`src/core/lbm_pkg.sv`:
```
// Purpose: Shared constants for the lower memory bank mapper
// Assumes: Wishbone classic register bus, 32-bit data
// Notes: Offsets are byte addresses
package lbm_pkg;
    localparam logic [7:0] CTRL_OFFSET = 8'h00;
    localparam logic [7:0] STATUS_OFFSET = 8'h04;
    localparam int RAM_SEL_POS = 4;
    localparam int BANK_LSB_POS = 0;
    localparam logic CTRL_RAM_SEL_RESET = 1'b0;
    localparam logic [3:0] CTRL_BANK_RESET = 4'h0;
    localparam logic [15:0] LOW_WINDOW_LIMIT = 16'h8000;
    typedef enum logic [1:0]
    {
        LBM_RAM_32K = 2'h0,
        LBM_RAM_128K = 2'h1,
        LBM_RAM_512K = 2'h3
    } lbm_ram_size_t;
endpackage

```
`src/core/lbm_mapper.sv`:
```
// Purpose: Steers the low 32K CPU window to boot EPROM or a banked RAM
// Assumes: CPU strobes are synchronous to MCLK; one clock domain
// Notes: Select and bank held in a control register reached over Wishbone
//   The fitted RAM size comes from a strap pin and is synchronised first
//   Chip selects and RAM pins are registered: selects trail the CPU bus by one cycle, pins trail the bank latch by one cycle
//   Writes in the low window always reach RAM, so software can fill it from EPROM
//   A 128K part with bank bit 2 set is left disabled; software must avoid it
//   An unused strap code is treated as the smallest part
//
// Decided for this implementation: the Wishbone register port and the address map.
`timescale 1ns/1ps
module lbm_mapper
(
    input wire logic MCLK,
    input wire logic SRST,
    // Wishbone classic slave
    input wire logic WB_CYC_I,
    input wire logic WB_STB_I,
    input wire logic WB_WE_I,
    input wire logic [7:0] WB_ADR_I,
    input wire logic [3:0] WB_SEL_I,
    input wire logic [31:0] WB_DAT_I,
    // Answer side, registered; ack and err are pulses
    output logic [31:0] WB_DAT_O,
    output logic WB_ACK_O,
    output logic WB_ERR_O,
    // Fitted RAM size strap
    input wire logic [1:0] RAM_SIZE,
    // CPU memory bus
    input wire logic [15:0] CPU_ADDR,
    input wire logic CPU_MREQ,
    input wire logic CPU_RD,
    input wire logic CPU_WR,
    // Chip selects and banked address lines
    output logic EPROM_CS,
    output logic EXP_RAM_CS,
    output logic BOARD_RAM_CS,
    output logic RAM_ADDR_LINE_FIFTEEN,
    output logic RAM_ADDR_LINE_SIXTEEN,
    output logic RAM_ADDR_LINE_SEVENTEEN,
    output logic RAM_ADDR_LINE_EIGHTEEN,
    output logic RAM_SECOND_CHIP_ENABLE
);
    // Control latch: read-source select and bank number
    logic ram_sel_reg;
    logic ram_sel_next;
    logic [3:0] bank_reg;
    logic [3:0] bank_next;

    // Bus answer: ack and err held for one cycle, read data until the next taken request
    logic ack_reg;
    logic ack_next;
    logic err_reg;
    logic err_next;
    logic [31:0] rdata_reg;
    logic [31:0] rdata_next;

    // Two-stage strap synchroniser
    logic [1:0] size_meta_reg;
    logic [1:0] size_meta_next;
    logic [1:0] size_sync_reg;
    logic [1:0] size_sync_next;

    // Registered chip selects
    logic eprom_cs_reg;
    logic eprom_cs_next;
    logic exp_cs_reg;
    logic exp_cs_next;
    logic board_cs_reg;
    logic board_cs_next;

    // Registered RAM pins: second enable on top, then lines eighteen down to fifteen
    logic [4:0] pins_reg;
    logic [4:0] pins_next;

    // Decode helpers
    logic req;
    logic hit_ctrl;
    logic hit_status;
    logic [3:0] bank_inv;
    logic low_window;

    // A request is taken only while no answer stands, so one strobe gives one answer
    assign req = WB_CYC_I && WB_STB_I && !ack_reg && !err_reg;
    // Only the two register offsets answer with ack
    assign hit_ctrl = (WB_ADR_I == lbm_pkg::CTRL_OFFSET);
    assign hit_status = (WB_ADR_I == lbm_pkg::STATUS_OFFSET);

    // Bus decode; answer one cycle after the request, error on unmapped
    always_comb
    begin
        ram_sel_next = ram_sel_reg;
        bank_next = bank_reg;
        ack_next = 1'b0;
        err_next = 1'b0;
        rdata_next = rdata_reg;
        if (req)
        begin
            // Unmapped offsets get an error answer, read as zero and leave the control latch unchanged
            if (hit_ctrl || hit_status)
            begin
                ack_next = 1'b1;
            end
            else
            begin
                err_next = 1'b1;
            end
            // Control bits sit in byte lane 0; other lanes are ignored
            if (hit_ctrl && WB_WE_I && WB_SEL_I[0])
            begin
                ram_sel_next = WB_DAT_I[lbm_pkg::RAM_SEL_POS];
                bank_next = WB_DAT_I[lbm_pkg::BANK_LSB_POS +: 4];
            end
            // Read data is rebuilt for every taken request
            rdata_next = 32'h0000_0000;
            if (hit_ctrl)
            begin
                rdata_next[lbm_pkg::RAM_SEL_POS] = ram_sel_reg;
                rdata_next[lbm_pkg::BANK_LSB_POS +: 4] = bank_reg;
            end
            else if (hit_status)
            begin
                rdata_next[1:0] = size_sync_reg;
            end
        end
    end

    // Control latch holds until written again or reset
    always_ff @(posedge MCLK)
    begin
        if (SRST)
        begin
            ram_sel_reg <= lbm_pkg::CTRL_RAM_SEL_RESET;
            bank_reg <= lbm_pkg::CTRL_BANK_RESET;
            // Answer lines are pulses; none may survive a reset
            ack_reg <= 1'b0;
            err_reg <= 1'b0;
            rdata_reg <= 32'h0000_0000;
        end
        else
        begin
            ram_sel_reg <= ram_sel_next;
            bank_reg <= bank_next;
            ack_reg <= ack_next;
            err_reg <= err_next;
            rdata_reg <= rdata_next;
        end
    end

    // Strap comes from a pin, so it passes two flip-flops before use;
    // only the second stage feeds the decode, the first may be metastable
    always_comb
    begin
        size_meta_next = RAM_SIZE;
        size_sync_next = size_meta_reg;
    end

    always_ff @(posedge MCLK)
    begin
        if (SRST)
        begin
            size_meta_reg <= 2'h0;
            size_sync_reg <= 2'h0;
        end
        else
        begin
            size_meta_reg <= size_meta_next;
            size_sync_reg <= size_sync_next;
        end
    end

    // Bank bits reach the RAM pins inverted, one gate per bit
    generate
        for (genvar gi = 0; gi < 4; gi++)
        begin : g_bank_inv
            assign bank_inv[gi] = ~bank_reg[gi];
        end
    endgenerate

    // Low window is everything below the 32K boundary
    assign low_window = (CPU_ADDR < lbm_pkg::LOW_WINDOW_LIMIT);

    // Memory decode; registered so pin outputs come from flip-flops
    always_comb
    begin
        eprom_cs_next = 1'b0;
        exp_cs_next = 1'b0;
        board_cs_next = 1'b0;
        // No strobe, no select
        if (CPU_MREQ && (CPU_RD || CPU_WR))
        begin
            // The upper half always belongs to the fixed board RAM
            if (!low_window)
            begin
                board_cs_next = 1'b1;
            end
            else if (CPU_WR)
            begin
                // Writes ignore the select so RAM can be filled while reads come from EPROM
                exp_cs_next = 1'b1;
            end
            else if (ram_sel_reg)
            begin
                exp_cs_next = 1'b1;
            end
            else
            begin
                eprom_cs_next = 1'b1;
            end
        end
    end

    // Chip selects trail the CPU bus by one cycle; the bus has no wait state to hide it
    always_ff @(posedge MCLK)
    begin
        if (SRST)
        begin
            eprom_cs_reg <= 1'b0;
            exp_cs_reg <= 1'b0;
            board_cs_reg <= 1'b0;
        end
        else
        begin
            eprom_cs_reg <= eprom_cs_next;
            exp_cs_reg <= exp_cs_next;
            board_cs_reg <= board_cs_next;
        end
    end

    // Pin map per fitted part; unwired lines stay low, an unused enable stays high
    always_comb
    begin
        pins_next = 5'h10;
        case (lbm_pkg::lbm_ram_size_t'(size_sync_reg))
            lbm_pkg::LBM_RAM_32K:
            begin
                // No bank bit is wired, so every bank reaches the same cells
                pins_next[3:0] = 4'h0;
                pins_next[4] = 1'b1;
            end
            lbm_pkg::LBM_RAM_128K:
            begin
                // Bit 2 low gives enable high; banks 4 to 7 and 12 to 15 disable the part
                pins_next[1:0] = bank_inv[1:0];
                pins_next[3:2] = 2'h0;
                pins_next[4] = bank_inv[2];
            end
            lbm_pkg::LBM_RAM_512K:
            begin
                // All four bits wired, so sixteen distinct banks
                pins_next[3:0] = bank_inv;
                pins_next[4] = 1'b1;
            end
            default:
            begin
                // Unused strap code behaves as the smallest part
                pins_next[3:0] = 4'h0;
                pins_next[4] = 1'b1;
            end
        endcase
    end

    // Pins follow the bank latch whether or not the CPU is accessing
    always_ff @(posedge MCLK)
    begin
        if (SRST)
        begin
            pins_reg <= 5'h00;
        end
        else
        begin
            pins_reg <= pins_next;
        end
    end

    // Bus answer straight from flip-flops
    assign WB_ACK_O = ack_reg;
    assign WB_ERR_O = err_reg;
    assign WB_DAT_O = rdata_reg;

    // Chip selects
    assign EPROM_CS = eprom_cs_reg;
    assign EXP_RAM_CS = exp_cs_reg;
    assign BOARD_RAM_CS = board_cs_reg;

    // RAM pins, bit order as in pins_next
    assign RAM_ADDR_LINE_FIFTEEN = pins_reg[0];
    assign RAM_ADDR_LINE_SIXTEEN = pins_reg[1];
    assign RAM_ADDR_LINE_SEVENTEEN = pins_reg[2];
    assign RAM_ADDR_LINE_EIGHTEEN = pins_reg[3];
    assign RAM_SECOND_CHIP_ENABLE = pins_reg[4];
endmodule

```
`config.mk`:
```
export PLATFORM = sky130hd
export DESIGN_NAME = lbm_mapper
export DESIGN_NICKNAME = d
export VERILOG_FILES = /design/src/core/lbm_pkg.sv /design/src/core/lbm_mapper.sv
export SDC_FILE = /design/constraint.sdc
export NUM_CORES = 1
export LEC_CHECK = 0
export BUFFER_PORTS_ARGS = -buffer_cell sky130_fd_sc_hd__buf_2
export CAP_MARGIN = 40
export CELL_PAD_IN_SITES_DETAIL_PLACEMENT = 1
export CELL_PAD_IN_SITES_GLOBAL_PLACEMENT = 1
export CORE_MARGIN = 2
export CORE_UTILIZATION = 25
export DETAILED_ROUTE_END_ITERATION = 16
export PLACE_DENSITY = 0.93
export SLEW_MARGIN = 20
export SYNTH_ARGS = -nofsm -noshare
export SYNTH_HDL_FRONTEND = slang
export SYNTH_SLANG_ARGS = --single-unit
```
`constraint.sdc`:
```
create_clock -name MCLK -period 2.08 [get_ports MCLK]
set_input_delay 0.208 -clock MCLK [delete_from_list [all_inputs] [get_ports MCLK]]
set_output_delay 0.208 -clock MCLK [all_outputs]
set_load 0.05 [all_outputs]
```
# ---- Yosys cells after proc, flatten, opt, wreduce, memory -nomap -nowiden
# Cells that the tools add are included.
dict set report word_totals {
  mem_count 0
  word_cells 48
  inputBits 70
  mem_bits_ro 0
  out_inout_bits 42
  ram_bits 0
  ff_bits 24
  latchBits 0
}
dict set report op_classes {
  bitwise_logic 7
  magnitude_cmp 1
  mux 10
  n_eq_ne 3
  n_reduce_logical 16
  add_sub_neg 0
  shifts 0
  mul 0
  n_div 0
}
# op count
set op_table {}
lappend op_table {{less-than comparator 16 bit (second input constant)} 1}
lappend op_table {{one-hot mux 5 bit (2 select lines)} 1}
lappend op_table {{equality test 8 x 3 -> 1 bit (second input constant)} 1}
lappend op_table {{zero test 8 bit} 1}
lappend op_table {{NOT 1 bit} 7}
lappend op_table {{logical AND 1 bit} 6}
lappend op_table {{2-to-1 mux 1 bit} 6}
lappend op_table {{2-to-1 mux 2 bit} 2}
lappend op_table {{OR reduction 2 bit} 2}
lappend op_table {{OR reduction 4 bit} 1}
lappend op_table {{2-to-1 mux 3 bit} 1}
lappend op_table {{OR reduction 3 bit} 1}
lappend op_table {{equality test 2 x 1 -> 1 bit (second input constant)} 1}
lappend op_table {{equality test 2 bit (second input constant)} 1}
lappend op_table {{zero test 1 bit} 2}
lappend op_table {{logical OR 1 bit} 2}
lappend op_table {{AND reduction 2 bit} 1}

# ---- Depth between registers and ports, before layout
dict set report logic_depth {
  word_depth 5
  depth_mapped 4
}

# ---- Least setup slack after synthesis
# No wires, ideal clock.
dict set report synth_timing {
  kind {reg2reg}
  from {register err_reg, in the netlist WB_ERR_O}
  to {register bank_reg[0]}
  synth_period_minus_slack_ps 1455
  setup_slack_ps 625
  arrival_ps 1337
  path_stages_with_launch 5
  setup_ps 118
  cell_sequence {dfxtp_1 > and4bb_1 > and4_1 > buf_6 > mux2i_1}
}
dict set report synth_via {
  elab_chain_cells 3
}
# element line_no
set synth_lines {}
lappend synth_lines {{start: declaration} lbm_mapper.sv:53} ;# logic err_reg;
lappend synth_lines {{start signal: assignment} lbm_mapper.sv:145} ;# err_reg <= err_next;
lappend synth_lines {{zero test 1 bit} lbm_mapper.sv:84} ;# assign req = WB_CYC_I && WB_STB_I && !ack_reg && !err_reg;
lappend synth_lines {{logical AND 1 bit} lbm_mapper.sv:84}
lappend synth_lines {{AND reduction 2 bit (no source line)} n/a}
lappend synth_lines {{end signal: assignment} lbm_mapper.sv:134} ;# bank_reg <= lbm_pkg::CTRL_BANK_RESET;
lappend synth_lines {{end signal: assignment} lbm_mapper.sv:143} ;# bank_reg <= bank_next;
lappend synth_lines {{end: declaration} lbm_mapper.sv:47} ;# logic [3:0] bank_reg;
# Every way passes these cells.
# A chain may end at the register's enable or synchronous reset.

# ---- Worst setup path after layout
# Ends and elaborated chain as after synthesis.

==> results.json <==
{
  "cp.arrival_ps": 1630,
  "drv_cap": 0,
  "die_width_um": 71.12,
  "place.gp.congestion": 0.7148,
  "reg2reg_from": "WB_ERR_O$_SDFF_PP0_",
  "area.growth.synth_to_final_pct": 18.33,
  "syn_inst": 119,
  "drt_iter0_drc": 24,
  "holdCritPathClass": "input port to register",
  "grt_max_degree": 25,
  "yosys_warnings": 0,
  "syn_avg_cell_area_um2": 9.463,
  "grt.met2_usage": 0.1475,
  "path_clk_slew_ps": 80,
  "period_needed_ps": 1437,
  "cts-buffers-inserted": 3,
  "synth-async-reset-ratio": 0,
  "use_met3": 0.03704,
  "yosys.area.top_type": "dfxtp_1",
  "min_period_over_period": 0.6910,
  "status": "finished clean",
  "slew_viol_final": 0,
  "groute.usage.overall": 0.08710,
  "synth.area.top_cells": "dfxtp_1 43%, buf_4 18%, nand2b_1 6.7%, mux2i_1 4.4%, nor2b_1 3.9%",
  "slowest_stage": "and4_1",
  "fin_util": 0.3060,
  "synth_edf_count": 0,
  "die_h_um": 71.12,
  "via_count": 864,
  "p_total_mw": 0.9644,
  "drc": 0,
  "critPathMaxStageDelay_ps": 430,
  "dpl_cell_area_mm2": 0.001277,
  "rows": 24,
  "crit_fanout": 7,
  "antenna_left": 0,
  "criticalPathCategory": "register to register",
  "r2r_cells": 3,
  "r2r_slack_ps": 640,
  "wirelength_um": 2211,
  "fmax_ghz": 0.6957,
  "cts_tree": "yes",
  "grt_use_met1": 0.1003,
  "core_mm2": 0.004354,
  "path_cells": "and4bb_1, and4_1, mux2i_1",
  "crit_cells": 3,
  "ctsHtreeMaxLevel": 1,
  "final-seq-area_um2": 480.5,
  "startpoint": "WB_ERR_O$_SDFF_PP0_",
  "hold_viol": 0,
  "ys.flop_type": "dfxtp_1",
  "io_pins": 112,
  "start_util": 0.2586,
  "r2r-end": "bank_reg[0]$_SDFFE_PP0P_",
  "cts_setup_buffers": 0,
  "cts_sinks": 24,
  "antenna_cells": 0,
  "yosysUniqueCellTypes": 26,
  "cts_resized": 0,
  "hold_slack_ps": 137.3,
  "critPathTopFamily": "simple AND/OR/NAND/NOR gates",
  "synth_top_cells_by_count": "27 x buf_4, 24 x dfxtp_1, 12 x nand2b_1",
  "end_kind": "register",
  "gr-total-overflow": 0,
  "drt_first_pass_iters": 3,
  "tns_ps": 0,
  "path_buf_inv": 0,
  "vias_per_cell": 4.075,
  "cts_hold_buf": 0,
  "fin_worst_skew_ps": 2.679,
  "ir_drop_mv": 0.2179,
  "netlist_area_mm2": 0.001126,
  "top_usage_layer": "met2",
  "fillers": 530,
  "grt_pass1_wl_um": 3456,
  "yosys_register_bits": 24,
  "grt_antenna_before_repair": 0,
  "cts-root-buf": "clkbuf_8",
  "final-setup-viol-count": 0,
  "stdcell_area_mm2": 0.001333,
  "grt_pass1_vias": 808,
  "synth_top_area_frac": 0.4267,
  "multiInputGateArea_um2": 518.0,
  "port_buffers": 39,
  "num-nets-final": 231,
  "wl_per_cell_um": 10.43,
  "crit_end": "bank_reg[0]$_SDFFE_PP0P_",
  "drive_gt1_frac": 0.3125,
  "required_ps": 2280,
  "synth.most_common_cell": "buf_4",
  "cp-start-kind": "register",
  "clock_latency_ps": 260,
  "rsz0062_at_grt": "false",
  "ctsLongestPathBuffers": 2,
  "ys_seq_area_frac": 0.4267,
  "power_density_mw_per_mm2": 723.7,
  "die_area_mm2": 0.005057,
  "p_leak_nw": 0.6208,
  "hpwl_um": 1824
}
report_power, final:
part           switching, mW  internal (mW)
Clock                  0.137          0.169
Combinational          0.154         0.0345
Sequential           0.00247          0.467
Total                  0.294          0.670
cell usage in the layout, fill, tap and decap left out:
cell type   n
mux2_2      2
nor3b_1     1
nand2_1     6
mux2i_1     5
nand4bb_1   1
buf_2      39
nor2_1      7
a211oi_1    1
buf_4       2
and3b_1     1
nand2b_1   12
nor3_2      1
conb_1     27
and4bb_1    1
and4_1      1
nor4_4      1
inv_1       1
a31oi_1     1
clkbuf_8    4
a21oi_1     6
nor3_1      2
nand4_1     5
or2_2       1
dfxtp_1    24
nor2b_1     7
nand3_1     1
worst reg2reg max path, stage by stage, from the launching register on:
cell,delay [ps]
dfxtp_1,320
and4bb_1,400
and4_1,430
mux2i_1,220
kinds of logic after synthesis:
kind of cell / Yosys count / share of synthesized area
buffers and inverters: 31 / 0.2000
DFF: 24 / 0.4267
AOI/OAI and AO/OA: 8 / 0.03890
muxes: 7 / 0.06444
and+or+nand+nor: 48 / 0.2667
other: 1 / 0.003330
stage by stage:
| stage | setup slack (ps) | instances |
|---|---|---|
| after floorplan | 624.6 | 145 |
| after detailed placement | 662.9 | 208 |
| after global placement | 671.1 | 208 |
| after CTS | 622.6 | 212 |
| final | 642.7 | 212 |
| after global routing | 543.6 | 212 |
area by class of cell:
| cell class | count | share of cell area |
|---|---|---|
| multi-input cells | 90 | 0.3887 |
| repair buffers | 41 | 0.1577 |
| flip-flops and latches | 24 | 0.3606 |
| inverters | 1 | 0.002817 |
| well taps | 52 | 0.04883 |
| clock buffers | 4 | 0.04131 |
routing by layer:
metal	vias to the layer above	share of wire
met5	-	0
met4	0	0.0063
met3	2	0.10
met2	42	0.50
met1	396	0.40
li1	424	-
worst min path at each step:
stage | start | end | slack [ps] | cells past startpoint
2_1_floorplan | CPU_ADDR[15] | EPROM_CS$_SDFF_PP0_ | 280 | 1
3_3_place_gp | CPU_ADDR[15] | EPROM_CS$_SDFF_PP0_ | 400 | 2
3_5_place_dp | CPU_ADDR[15] | EPROM_CS$_SDFF_PP0_ | 420 | 2
4_1_cts | CPU_ADDR[15] | EPROM_CS$_SDFF_PP0_ | 130 | 2
5_1_grt | CPU_ADDR[15] | EXP_RAM_CS$_SDFF_PP0_ | 150 | 2
6_report | CPU_ADDR[15] | EXP_RAM_CS$_SDFF_PP0_ | 140 | 2
(Power assumes the default switching activity.)
